File: config.mk
export PLATFORM = sky130hd
export DESIGN_NAME = ceu_top
export DESIGN_NICKNAME = d
export VERILOG_FILES = /design/src/ceu_pkg.sv /design/src/ceu_event_regs.sv /design/src/ceu_top.sv
export VERILOG_INCLUDE_DIRS = /design/src /design/src/src
export SDC_FILE = /design/constraint.sdc
export NUM_CORES = 1
export LEC_CHECK = 0
export BUFFER_PORTS_ARGS = -buffer_cell sky130_fd_sc_hd__buf_2
export CORE_AREA = 2 2 196 198
export CTS_CLUSTER_DIAMETER = 150
export CTS_CLUSTER_SIZE = 14
export DETAILED_ROUTE_END_ITERATION = 12
export DIE_AREA = 0 0 198 200
export PLACE_DENSITY_LB_ADDON = 0.08
export SLEW_MARGIN = 0
export SYNTH_ARGS = -nofsm -noshare
export SYNTH_HDL_FRONTEND = slang
export SYNTH_SLANG_ARGS = --single-unit
export TNS_END_PERCENT = 100
File: constraint.sdc
create_clock -name clk_i -period 7.7 [get_ports clk_i]
set_input_delay 0.385 -clock clk_i [delete_from_list [all_inputs] [get_ports clk_i]]
set_output_delay 0.385 -clock clk_i [all_outputs]
set_load 0.05 [all_outputs]
File: src/ceu_cfg.svh
`ifndef CEU_CFG_SVH
`define CEU_CFG_SVH

// event register addresses in the control region
`define CEU_ADDR_TRAP 32'hff000020
`define CEU_ADDR_EXCEPTION_EVENT_CODE 32'hff000024
`define CEU_ADDR_INTERRUPT_EVENT_CODE 32'hff000028
// top 3 address bits ignored, so the alias region decodes too
`define CEU_ALIAS_MASK 32'he0000000

// reset values of the exception event register
`define CEU_EXP_POR 32'h00000000
`define CEU_EXP_MAN 32'h00000020

// fixed reset vector and offsets
`define CEU_RESET_VEC 32'ha0000000
`define CEU_OFS_GEN 32'h00000100
`define CEU_OFS_MISS 32'h00000400

// event codes
`define CEU_C_POR 12'h000
`define CEU_C_MAN 12'h020
`define CEU_C_MHIT 12'h140
`define CEU_C_IADE 12'h0e0
`define CEU_C_ITLBM 12'h040
`define CEU_C_IPROT 12'h0a0
`define CEU_C_ILL 12'h180
`define CEU_C_SILL 12'h1a0
`define CEU_C_FPUD 12'h800
`define CEU_C_SFPUD 12'h820
`define CEU_C_DADR 12'h0e0
`define CEU_C_DADW 12'h100
`define CEU_C_DTLBR 12'h040
`define CEU_C_DTLBW 12'h060
`define CEU_C_DPROTR 12'h0a0
`define CEU_C_DPROTW 12'h0c0
`define CEU_C_FPU 12'h120
`define CEU_C_IPW 12'h080
`define CEU_C_TRAP 12'h160
`define CEU_C_UBRK 12'h1e0

// status word bit positions
`define CEU_SR_MD 30
`define CEU_SR_RB 29
`define CEU_SR_BL 28
`define CEU_SR_FD 15

`endif

File: src/ceu_pkg.sv
package ceu_pkg;
    typedef enum logic [2:0] {
        CEU_IDLE = 3'b001,
        CEU_ENTRY = 3'b010,
        CEU_RETURN = 3'b100
    } ceu_state_type;

    typedef enum logic [1:0] {
        CEU_VEC_RESET = 2'h0,
        CEU_VEC_BASE = 2'h1,
        CEU_VEC_DEBUG = 2'h2
    } ceu_vec_type;
endpackage

File: src/ceu_event_regs.sv
`timescale 1ns/1ps
`include "ceu_cfg.svh"

// three memory-mapped event registers with registered read data
module ceu_event_regs
    import ceu_pkg::*;
#(
    parameter int INT_W = 14
) (
    input wire logic clk_i, // core clock
    input wire logic rst_b_i, // async reset, active low
    input wire logic man_rst_i, // reset was a manual reset
    input wire logic [31:0] addr_i, // access address
    input wire logic rd_i, // read strobe
    input wire logic wr_i, // write strobe
    input wire logic [31:0] wdata_i, // write data
    input wire logic exp_ld_i, // hardware load of exception code
    input wire logic [11:0] exp_code_i, // exception code
    input wire logic int_ld_i, // hardware load of interrupt code
    input wire logic [INT_W-1:0] int_code_i, // interrupt code
    input wire logic trap_ld_i, // hardware load of trap immediate
    input wire logic [7:0] trap_imm_i, // trap immediate
    input wire logic rst_ld_i, // reset-class entry in progress
    output logic [31:0] rdata_o, // registered read data
    output logic hit_o // address matched a register
);
    logic [7:0] sw_call;
    logic [11:0] exp_code;
    logic [INT_W-1:0] int_code;
    logic sel_trap;
    logic sel_exp;
    logic sel_int;

    // decode with top address bits forced high
    assign sel_trap = ((addr_i | `CEU_ALIAS_MASK) == `CEU_ADDR_TRAP);
    assign sel_exp = ((addr_i | `CEU_ALIAS_MASK) == `CEU_ADDR_EXCEPTION_EVENT_CODE);
    assign sel_int = ((addr_i | `CEU_ALIAS_MASK) == `CEU_ADDR_INTERRUPT_EVENT_CODE);

    // trap code: hardware load wins over store
    always_ff @(posedge clk_i or negedge rst_b_i)
    begin
        if (!rst_b_i)
        begin
            sw_call <= 8'h00;
        end
        else if (trap_ld_i)
        begin
            sw_call <= trap_imm_i;
        end
        else if (wr_i && sel_trap)
        begin
            sw_call <= wdata_i[9:2];
        end
    end

    // exception event code
    always_ff @(posedge clk_i or negedge rst_b_i)
    begin
        if (!rst_b_i)
        begin
            exp_code <= 12'(`CEU_EXP_POR);
        end
        else if (rst_ld_i && man_rst_i)
        begin
            exp_code <= 12'(`CEU_EXP_MAN);
        end
        else if (exp_ld_i)
        begin
            exp_code <= exp_code_i;
        end
        else if (wr_i && sel_exp)
        begin
            exp_code <= wdata_i[11:0];
        end
    end

    // interrupt event code
    always_ff @(posedge clk_i or negedge rst_b_i)
    begin
        if (!rst_b_i)
        begin
            int_code <= '0;
        end
        else if (int_ld_i)
        begin
            int_code <= int_code_i;
        end
        else if (wr_i && sel_int)
        begin
            int_code <= wdata_i[INT_W-1:0];
        end
    end

    // registered read data and hit flag
    always_ff @(posedge clk_i or negedge rst_b_i)
    begin
        if (!rst_b_i)
        begin
            rdata_o <= 32'h00000000;
            hit_o <= 1'b0;
        end
        else
        begin
            hit_o <= (rd_i || wr_i) && (sel_trap || sel_exp || sel_int);
            if (rd_i && sel_trap)
            begin
                rdata_o <= {22'h000000, sw_call, 2'h0};
            end
            else if (rd_i && sel_exp)
            begin
                rdata_o <= {20'h00000, exp_code};
            end
            else if (rd_i && sel_int)
            begin
                rdata_o <= {{(32-INT_W){1'b0}}, int_code};
            end
            else
            begin
                rdata_o <= 32'h00000000;
            end
        end
    end
endmodule

File: src/ceu_top.sv
// What this block does
// - save pc, status and stack on entry
// - set mask, privilege, bank flags on entry
// - reset class, multi-hit included, clears fpu disable flag
// - write event code and branch to vector on the same edge
// - return reloads pc and status word
// - return never restores the stack register
// - reset class goes to fixed vector
// - others go to base plus offset, debug user break to debug base
// - exception code register, hardware and software written
// - interrupt code register, hardware and software written
// - trap loads its immediate into call code
// - exception code resets by reset kind
// - event registers also answer at alias region
// - translation multi-hit aborts to reset vector
// - instruction fetch faults codes and offsets
// - illegal and fpu disabled at order four
// - data address error read/write codes
// - data miss and protection codes
// - fpu exception and initial page write
// - trap raises general exception code 160
// - user breaks code 1e0, orders 0 and 10
`timescale 1ns/1ps
`include "ceu_cfg.svh"

module ceu_top
    import ceu_pkg::*;
#(
    parameter int INT_W = 14
) (
    input wire logic clk_i, // core clock
    input wire logic rst_b_i, // async reset, active low
    input wire logic por_req_i, // power-on reset entry request
    input wire logic dbg_rst_req_i, // debug-port reset request
    input wire logic man_rst_req_i, // manual reset request
    input wire logic itlb_mhit_i, // instruction multiple hit
    input wire logic dtlb_mhit_i, // data multiple hit
    input wire logic ubrk_pre_i, // user break before instruction
    input wire logic ubrk_post_i, // user break after instruction
    input wire logic ubrk_dbg_i, // user break goes to debug base
    input wire logic iaddr_err_i, // instruction address error
    input wire logic itlb_miss_i, // instruction translation miss
    input wire logic iprot_i, // instruction protection violation
    input wire logic ill_i, // illegal instruction
    input wire logic ill_slot_i, // illegal in delay slot
    input wire logic fpud_i, // fpu disabled
    input wire logic fpud_slot_i, // fpu disabled in delay slot
    input wire logic trap_i, // unconditional trap executes
    input wire logic [7:0] trap_imm_i, // trap immediate
    input wire logic daddr_err_i, // data address error
    input wire logic dtlb_miss_i, // data translation miss
    input wire logic dprot_i, // data protection violation
    input wire logic d_write_i, // data fault was a write
    input wire logic fpu_exc_i, // fpu exception
    input wire logic ipw_i, // initial page write
    input wire logic int_req_i, // accepted interrupt request
    input wire logic [INT_W-1:0] int_code_i, // interrupt code
    input wire logic [31:0] int_ofs_i, // interrupt vector offset
    input wire logic rte_i, // return from exception executes
    input wire logic [31:0] pc_i, // current program counter
    input wire logic [31:0] sr_i, // current status word
    input wire logic [31:0] r15_i, // current stack register
    input wire logic [31:0] vector_base_i, // vector base register
    input wire logic [31:0] debug_vector_base_i, // debug vector base
    input wire logic [31:0] addr_i, // register access address
    input wire logic rd_i, // register read strobe
    input wire logic wr_i, // register write strobe
    input wire logic [31:0] wdata_i, // register write data
    output logic [31:0] rdata_o, // register read data
    output logic hit_o, // register address hit
    output logic [31:0] saved_program_counter_o, // saved pc
    output logic [31:0] saved_status_o, // saved status word
    output logic [31:0] saved_stack_copy_o, // saved stack register
    output logic [31:0] status_word_o, // new status word
    output logic status_ld_o, // status word load pulse
    output logic [31:0] pc_o, // branch target
    output logic pc_ld_o, // branch pulse
    output logic busy_o // entry or return in progress
);
    ceu_state_type state;
    ceu_state_type next_state;
    logic take_any;
    logic is_reset;
    logic is_int;
    logic is_man;
    logic [11:0] sel_code;
    ceu_vec_type sel_vec;
    logic [31:0] sel_ofs;
    logic [11:0] cur_code;
    logic cur_reset;
    logic cur_int;
    logic cur_man;
    logic [INT_W-1:0] cur_int_code;
    ceu_vec_type cur_vec;
    logic [31:0] cur_ofs;
    logic [31:0] next_sr;
    logic exp_ld;
    logic int_ld;
    logic rst_ld;

    // priority select: level 1 resets, level 2 general, then interrupts
    always_comb
    begin
        take_any = 1'b1;
        is_reset = 1'b0;
        is_int = 1'b0;
        is_man = 1'b0;
        sel_code = 12'h000;
        sel_vec = CEU_VEC_BASE;
        sel_ofs = `CEU_OFS_GEN;
        if (por_req_i || dbg_rst_req_i)
        begin
            is_reset = 1'b1;
            sel_code = `CEU_C_POR;
            sel_vec = CEU_VEC_RESET;
        end
        else if (man_rst_req_i)
        begin
            is_reset = 1'b1;
            is_man = 1'b1;
            sel_code = `CEU_C_MAN;
            sel_vec = CEU_VEC_RESET;
        end
        else if (itlb_mhit_i || dtlb_mhit_i)
        begin
            is_reset = 1'b1;
            sel_code = `CEU_C_MHIT;
            sel_vec = CEU_VEC_RESET;
        end
        else if (ubrk_pre_i)
        begin
            sel_code = `CEU_C_UBRK;
            sel_vec = ubrk_dbg_i ? CEU_VEC_DEBUG : CEU_VEC_BASE;
        end
        else if (iaddr_err_i)
        begin
            sel_code = `CEU_C_IADE;
        end
        else if (itlb_miss_i)
        begin
            sel_code = `CEU_C_ITLBM;
            sel_ofs = `CEU_OFS_MISS;
        end
        else if (iprot_i)
        begin
            sel_code = `CEU_C_IPROT;
        end
        else if (ill_i)
        begin
            sel_code = `CEU_C_ILL;
        end
        else if (ill_slot_i)
        begin
            sel_code = `CEU_C_SILL;
        end
        else if (fpud_i)
        begin
            sel_code = `CEU_C_FPUD;
        end
        else if (fpud_slot_i)
        begin
            sel_code = `CEU_C_SFPUD;
        end
        else if (trap_i)
        begin
            sel_code = `CEU_C_TRAP;
        end
        else if (daddr_err_i)
        begin
            sel_code = d_write_i ? `CEU_C_DADW : `CEU_C_DADR;
        end
        else if (dtlb_miss_i)
        begin
            sel_code = d_write_i ? `CEU_C_DTLBW : `CEU_C_DTLBR;
            sel_ofs = `CEU_OFS_MISS;
        end
        else if (dprot_i)
        begin
            sel_code = d_write_i ? `CEU_C_DPROTW : `CEU_C_DPROTR;
        end
        else if (fpu_exc_i)
        begin
            sel_code = `CEU_C_FPU;
        end
        else if (ipw_i)
        begin
            sel_code = `CEU_C_IPW;
        end
        else if (ubrk_post_i)
        begin
            sel_code = `CEU_C_UBRK;
            sel_vec = ubrk_dbg_i ? CEU_VEC_DEBUG : CEU_VEC_BASE;
        end
        else if (int_req_i)
        begin
            is_int = 1'b1;
            sel_ofs = int_ofs_i;
        end
        else
        begin
            take_any = 1'b0;
        end
    end

    // state sequencing: entry and return each take one cycle
    always_comb
    begin
        next_state = state;
        case (state)
            CEU_IDLE:
            begin
                if (take_any)
                begin
                    next_state = CEU_ENTRY;
                end
                else if (rte_i)
                begin
                    next_state = CEU_RETURN;
                end
            end
            CEU_ENTRY:
            begin
                next_state = CEU_IDLE;
            end
            CEU_RETURN:
            begin
                next_state = CEU_IDLE;
            end
            default:
            begin
                next_state = CEU_IDLE;
            end
        endcase
    end

    always_ff @(posedge clk_i or negedge rst_b_i)
    begin
        if (!rst_b_i)
        begin
            state <= CEU_IDLE;
        end
        else
        begin
            state <= next_state;
        end
    end

    // latch the accepted event and save context
    always_ff @(posedge clk_i or negedge rst_b_i)
    begin
        if (!rst_b_i)
        begin
            cur_code <= 12'h000;
            cur_reset <= 1'b0;
            cur_int <= 1'b0;
            cur_man <= 1'b0;
            cur_int_code <= '0;
            cur_vec <= CEU_VEC_RESET;
            cur_ofs <= 32'h00000000;
            saved_program_counter_o <= 32'h00000000;
            saved_status_o <= 32'h00000000;
            saved_stack_copy_o <= 32'h00000000;
        end
        else if (state == CEU_IDLE && take_any)
        begin
            cur_code <= sel_code;
            cur_reset <= is_reset;
            cur_int <= is_int;
            cur_man <= is_man;
            cur_int_code <= int_code_i;
            cur_vec <= sel_vec;
            cur_ofs <= sel_ofs;
            saved_program_counter_o <= pc_i;
            saved_status_o <= sr_i;
            saved_stack_copy_o <= r15_i;
        end
    end

    // new status word for entry
    always_comb
    begin
        next_sr = saved_status_o;
        next_sr[`CEU_SR_BL] = 1'b1;
        next_sr[`CEU_SR_MD] = 1'b1;
        next_sr[`CEU_SR_RB] = 1'b1;
        if (cur_reset)
        begin
            next_sr[`CEU_SR_FD] = 1'b0;
        end
    end

    // status, branch and busy outputs
    always_ff @(posedge clk_i or negedge rst_b_i)
    begin
        if (!rst_b_i)
        begin
            status_word_o <= 32'h00000000;
            status_ld_o <= 1'b0;
            pc_o <= 32'h00000000;
            pc_ld_o <= 1'b0;
            busy_o <= 1'b0;
        end
        else
        begin
            status_ld_o <= 1'b0;
            pc_ld_o <= 1'b0;
            busy_o <= (next_state != CEU_IDLE);
            if (state == CEU_ENTRY)
            begin
                // status and code land with the branch pulse
                status_word_o <= next_sr;
                status_ld_o <= 1'b1;
                pc_ld_o <= 1'b1;
                if (cur_vec == CEU_VEC_RESET)
                begin
                    pc_o <= `CEU_RESET_VEC;
                end
                else if (cur_vec == CEU_VEC_DEBUG)
                begin
                    pc_o <= debug_vector_base_i;
                end
                else
                begin
                    pc_o <= vector_base_i + cur_ofs;
                end
            end
            else if (state == CEU_RETURN)
            begin
                // stack register is left alone
                status_word_o <= saved_status_o;
                status_ld_o <= 1'b1;
                pc_o <= saved_program_counter_o;
                pc_ld_o <= 1'b1;
            end
        end
    end

    // event register loads during entry
    assign exp_ld = (state == CEU_ENTRY) && !cur_int;
    assign int_ld = (state == CEU_ENTRY) && cur_int;
    assign rst_ld = exp_ld && cur_reset;

    ceu_event_regs #(
        .INT_W(INT_W)
    ) u_regs (
        .clk_i(clk_i),
        .rst_b_i(rst_b_i),
        .man_rst_i(cur_man),
        .addr_i(addr_i),
        .rd_i(rd_i),
        .wr_i(wr_i),
        .wdata_i(wdata_i),
        .exp_ld_i(exp_ld),
        .exp_code_i(cur_code),
        .int_ld_i(int_ld),
        .int_code_i(cur_int_code),
        .trap_ld_i(state == CEU_IDLE && take_any && trap_i && sel_code == `CEU_C_TRAP),
        .trap_imm_i(trap_imm_i),
        .rst_ld_i(rst_ld),
        .rdata_o(rdata_o),
        .hit_o(hit_o)
    );
endmodule

==> results of run 1 <==
## through the flow
| stage | cells | setup slack (ns) | instance area, sq um |
|---|---|---|---|
| after floorplan | 1433 | 4.97 | 13100 |
| after CTS | 2361 | 3.85 | 16300 |
| after global routing | 2368 | 3.59 | 16300 |
| after global placement | 2325 | 3.47 | 15700 |
| final | 2373 | 3.93 | 16400 |
| after detailed placement | 2325 | 3.51 | 15700 |
## report_power, final
group / total, mW / switching, mW / internal (mW)
Combinational: 0.397 / 0.281 / 0.116
Sequential: 1.49 / 0.0284 / 1.46
Clock: 1.09 / 0.537 / 0.553
## area by class of cell
class,instances,area (sq um)
repair buffers,472,2410
clock buffers,33,613
well taps,511,639
diodes,12,30.0
inverters,24,92.6
flip-flops and latches,270,6760
fillers,3863,21000
multi-input cells,1049,5790
clock inverters,2,20.0
## sequential cells by signal, indices dropped and copies added (netlist names), 2 cells and up
| signal | flops |
|---|---|
| status_word_o | 32 |
| u_regs.int_code | 14 |
| cur_vec | 2 |
| pc_o | 32 |
| saved_stack_copy_o | 32 |
| cur_ofs | 32 |
| state | 3 |
| cur_code | 5 |
| saved_status_o | 32 |
| u_regs.rdata_o | 14 |
| u_regs.sw_call | 8 |
| u_regs.exp_code | 12 |
| cur_int_code | 14 |
| saved_program_counter_o | 32 |
## cell usage in the layout (no fill, tap or decap), types with 7 or more instances in the layout
cell type,n
a21o_1,11
mux2_2,16
clkbuf_16,23
mux2i_1,28
o21a_1,8
conb_1,18
nor2_1,53
and3_1,13
a221o_1,7
buf_4,8
a211oi_1,7
buf_2,461
a22o_1,33
xnor2_1,12
xor2_1,12
o22a_1,7
a21oi_1,48
dfrtp_1,269
a222oi_1,8
clkbuf_1,10
o21ai_0,84
ha_1,31
nand2_1,498
nor3_1,17
inv_1,22
nand3_1,20
a221oi_1,13
diode_2,12
## repair_timing
action,CTS,global route
endpoints found under the setup margin,0,0
hold endpoints to repair,52,0
hold buffers,1,0
## how the worst min path moves through the flow
stage | start | end | slack [ns] | cells after the start
global placement | saved_stack_copy_o[2] | saved_stack_copy_o[2] | 0.45 | 2
global route | sr_i[13] | saved_status_o[13] | 0.02 | 3
detailed placement | status_word_o[31] | status_word_o[31] | 0.46 | 2
floorplan | rst_b_i | busy_o | 0.09 | 0
finish | sr_i[27] | saved_status_o[27] | 0.04 | 3
CTS | sr_i[8] | saved_status_o[8] | 0.004 | 3
## per-layer routing
layer	vias up	share of wire (%)	global-route usage [%]	wire length, microns
li1	5665	-	-	-
met1	5534	45	30.7	20300
met2	361	46	35.3	20700
met3	64	5.8	4.15	2600
met4	2	2.9	6.35	1310
met5	-	0.029	0	13
## critical path: stages, from the launching register on
cell and delay, ns:
dfstp_2 0.58, nor3b_1 0.48, nand2_4 0.59, inv_4 0.70, nand4_1 0.25, nor4_4 0.57, mux2_2 0.41
## cells by family (layout without fill, tap and decap cells)
kind of cell	after synthesis	after routing	synth area share [%]
and+or+nand+nor	653	653	20.8
AOI/OAI and AO/OA	277	277	14.7
DFF	270	270	52.0
buffers and inverters	114	531	4.08
muxes	45	45	3.63
adders and majority gates	32	32	3.14
xor gates and xnor gates	24	24	1.62
other	1	30	0.0288
==> impl_metrics.toml, run 1 <==
[route]
route.vias.total = 11626
avgRoutedWirePerCell_microns = 18.9
via_per_inst = 4.90
drt_iter0_drc = 665
ant_nets = 0
drc = 0
routed_wl_mm = 44.9
drt_pre_antenna_iters = 5

[clocking]
cts_setup_buffers = 0
post_cts_resized = 0
insertion_delay_ns = 0.53
cts_num_sinks = 270
cts_tree = "built"
cts.htree.levels = 1
cts_root_buf = "clkbuf_16"
cts_buffers = 23
cts_buffer_depth = 3
clk_pin_slew_ns = 0.07

[synth]
ys_seq_elements = 270
syn-mean-instance-area_sq_um = 9.18
ys_top_cells_by_count = "nand2_1, dfrtp_1, o21ai_0, nor2_1, a21oi_1"
synth.largest_area_cell = "dfrtp_1"
synth_cell_types = 76
synthFlopType = "dfrtp_1"
yosysTopAreaCellShare_pct = 51.8
syn_area_sq_um = 13000
synthCells = 1416
synth_edf_count = 0
yosysWarnings = 0
synthArstFlopShare_pct = 100
yosysMostFrequentCell = "nand2_1"
synth_area_leaders = "dfrtp_1, nand2_1, o21ai_0"
ys_seq_area_share_pct = 52.0

[global_routing]
grt_max_degree = 158
grt_usage_pct = 22.1
grt_antenna_before_repair = 13
grt_pass1_wl_mm = 67.4
grt_pass1_vias = 11219
globalRouteOverflowTotal = 0

[pwr]
power_mw = 2.97
powerDensity_nw_per_um2 = 182
power_leakage_nw = 8.55
irDropWorstVdd_v = 0.000142

[outcome]
status = "completed"

[sta]
finalMaxSlewViolations = 0
worst_pin_slew_ns = 1.16
hold_ws_ns = 0.0371
setup_viol = 0
period_minus_slack_ns = 3.77
fmax_ghz = 0.265
skew_ns = 0.0257
rsz0062_at_grt = "no"
hold_viol_final = 0
fin_crit_sh_pct = 49.0
slew_headroom_pct = 22.1
finalSetupTns_ns = 0

[worst_setup_path]
ff2ff_path_depth = 6
crit_start = "state[0]"
critPathKind = "flip-flop to flip-flop"
cp-end-kind = "flip-flop"
cp.required_ns = 8.12
rrSetupSlack_ns = 3.93
critical_path.endpoint = "u_regs.sw_call[7]"
arrival_ns = 4.19
cp-start-kind = "flip-flop"
crit_path_max_fanout = 81
r2r-start = "state[0]"
timing.rr.end = "u_regs.sw_call[7]"

[place]
io_buffers = 462
gp_congestion = 0.884
post-dp-hpwl_mm = 32.8

[hold_path]
hold_path.class = "input port to flip-flop"

[cells_and_area]
drive_gt1_share_pct = 28.6
final_nets = 2178
utilization_pct = 43.7
area_delta_synth_final_pct = 25.8

[die]
rows = 71
die_y_microns = 200
dieArea_sq_um = 39600
core_sq_um = 37400
start_util_pct = 34.8
pin_count = 502
die_w_microns = 198

[job]
max_cap_violations = 0
Power figures use the tool's default switching activity.
==> inputs of run 2 (changes only) <==
Clock period 7.7 ns to 3.77 ns, I/O delays scaled along.
==> impl_metrics.toml, run 2 (synthesis results as in run 1) <==
[outcome]
status = "completed"

[route]
drt_iter0_drc = 499
wl_met1_mm = 20.6
route.vias.total = 12390
top_layer_used = "met5"
drc = 0
drt_pre_antenna_iters = 5
via_per_inst = 4.83
avgRoutedWirePerCell_microns = 18.1
ant_nets = 0
routed_wl_mm = 46.5
wl_met2_mm = 22.0
met3WireLength_mm = 2.61

[clocking]
cts_tree = "built"
clk_pin_slew_ns = 0.07
cts_root_buf = "clkbuf_16"
cts_buffers = 23
cts_buffer_depth = 3
cts_num_sinks = 270
insertion_delay_ns = 0.53
cts_setup_buffers = 0
cts.htree.levels = 1

[pwr]
powerDensity_nw_per_um2 = 341
combPwrFrac_pct = 15.6
p_switching_mw = 1.75
irDropWorstVdd_v = 0.000274
power_frac_clock_pct = 35.6
power_leakage_nw = 9.38
p_seq_share_pct = 48.8
swShare_pct = 28.2
p_int_mw = 4.47

[worst_setup_path]
cp-end-kind = "flip-flop"
crit_path_max_fanout = 89
cp-start-kind = "flip-flop"
critPathKind = "flip-flop to flip-flop"
arrival_ns = 3.72
cp.required_ns = 4.18

[global_routing]
globalRouteOverflowTotal = 0
grt_usage_pct = 22.5
grt_pass1_vias = 11982
grt_max_degree = 155
grt_pass1_wl_mm = 68.9
grt_antenna_before_repair = 12

[die]
core_sq_um = 37400
die_y_microns = 200
die_w_microns = 198
rows = 71
pin_count = 502
dieArea_sq_um = 39600
start_util_pct = 34.8

[cells_and_area]
final-seq-area_sq_um = 6760
final_common_cell = "nand2_1"
final_cell_mix = "nand2_1, buf_2, dfrtp_1"
final_cells = 2563
utilization_pct = 48.9
area_delta_synth_final_pct = 40.7
fillerInstances = 3718
drive_gt1_share_pct = 26.5
final_nets = 2370
multi_input_area_sq_um = 5790

[place]
post-dp-hpwl_mm = 33.2
io_buffers = 462
dp.cells = 2336
gp_congestion = 0.894

[sta]
fmax_ghz = 0.302
fin_crit_sh_pct = 87.9
finalMaxSlewViolations = 0
slew_headroom_pct = 29.0
hold_viol_final = 0
setup_viol = 0
finalSetupTns_ns = 0
rsz0062_at_grt = "no"
worst_pin_slew_ns = 1.06
period_minus_slack_ns = 3.31
skew_ns = 0.0192

[job]
max_cap_violations = 0

[hold_path]
hold_path.class = "input port to flip-flop"
run 2: changes by cell type in the layout (fill, tap and decap cells not counted), sizes merged:
cell	delta
buf	+11
diode	-2
dlygate4sd3	+181
run 2: final timing paths:
kind,from,to,slack (ns),cells after the start
hold reg to reg,saved_stack_copy_o[21],saved_stack_copy_o[21],0.47,2
max in group asynchronous,rst_b_i,status_word_o[4],2.50,3
min in group asynchronous,rst_b_i,saved_program_counter_o[4],0.27,2
hold / removal,wdata_i[5],u_regs.int_code[5],0.03,3
setup reg to reg,state[0],u_regs.sw_call[2],0.46,6
setup / recovery,state[0],u_regs.sw_call[2],0.46,6
run 2: final cells by class:
cell class              instances  area share (%)
well taps                     511            3.50
inverters                      24           0.506
diodes                         10           0.137
flip-flops and latches        270            37.0
clock buffers                  33            3.35
multi-input cells            1049            31.7
repair buffers                664            23.8
clock inverters                 2           0.109
run 2: power by group through the flow:
| stage | clock [mW] | combinational (mW) | sequential, mW |
|---|---|---|---|
| after CTS | 2.31 | 0.980 | 3.04 |
| final | 2.22 | 0.972 | 3.04 |
| after floorplan | 0 | 0.210 | 3.34 |
| after detailed placement | 0 | 0.827 | 3.09 |
| after global routing | 2.40 | 1.05 | 3.05 |
| after global placement | 0 | 0.825 | 3.09 |
run 2: critical path, cell delays in order (launching register included):
cell	delay, ns
dfstp_2	0.57
nor3b_1	0.47
nand2_4	0.12
inv_4	0.74
nand4_1	0.29
nor4_4	0.58
mux2_2	0.40
run 2: repair_timing:
item,4_1_cts,5_1_grt
hold buffers,182,0
hold endpoints to repair,296,0
gates resized for setup,0,0
run 2: through the flow:
step	instance area, sq um	total power, mW	setup WS [ns]	hold WS, ns
finish	18300	6.23	0.455	0.0270
detailed placement	15800	3.92	0.395	0.319
floorplan	13100	3.55	1.07	-0.107
global placement	15800	3.92	0.464	0.328
CTS	18300	6.32	0.377	0.00147
global route	18300	6.49	0.229	0.0667
run 2: layer usage:
metal	vias to the layer above	global-route usage, %
li1	6041	-
met2	381	37.6
met5	-	0
met3	56	4.20
met1	5910	30.0
met4	2	6.63
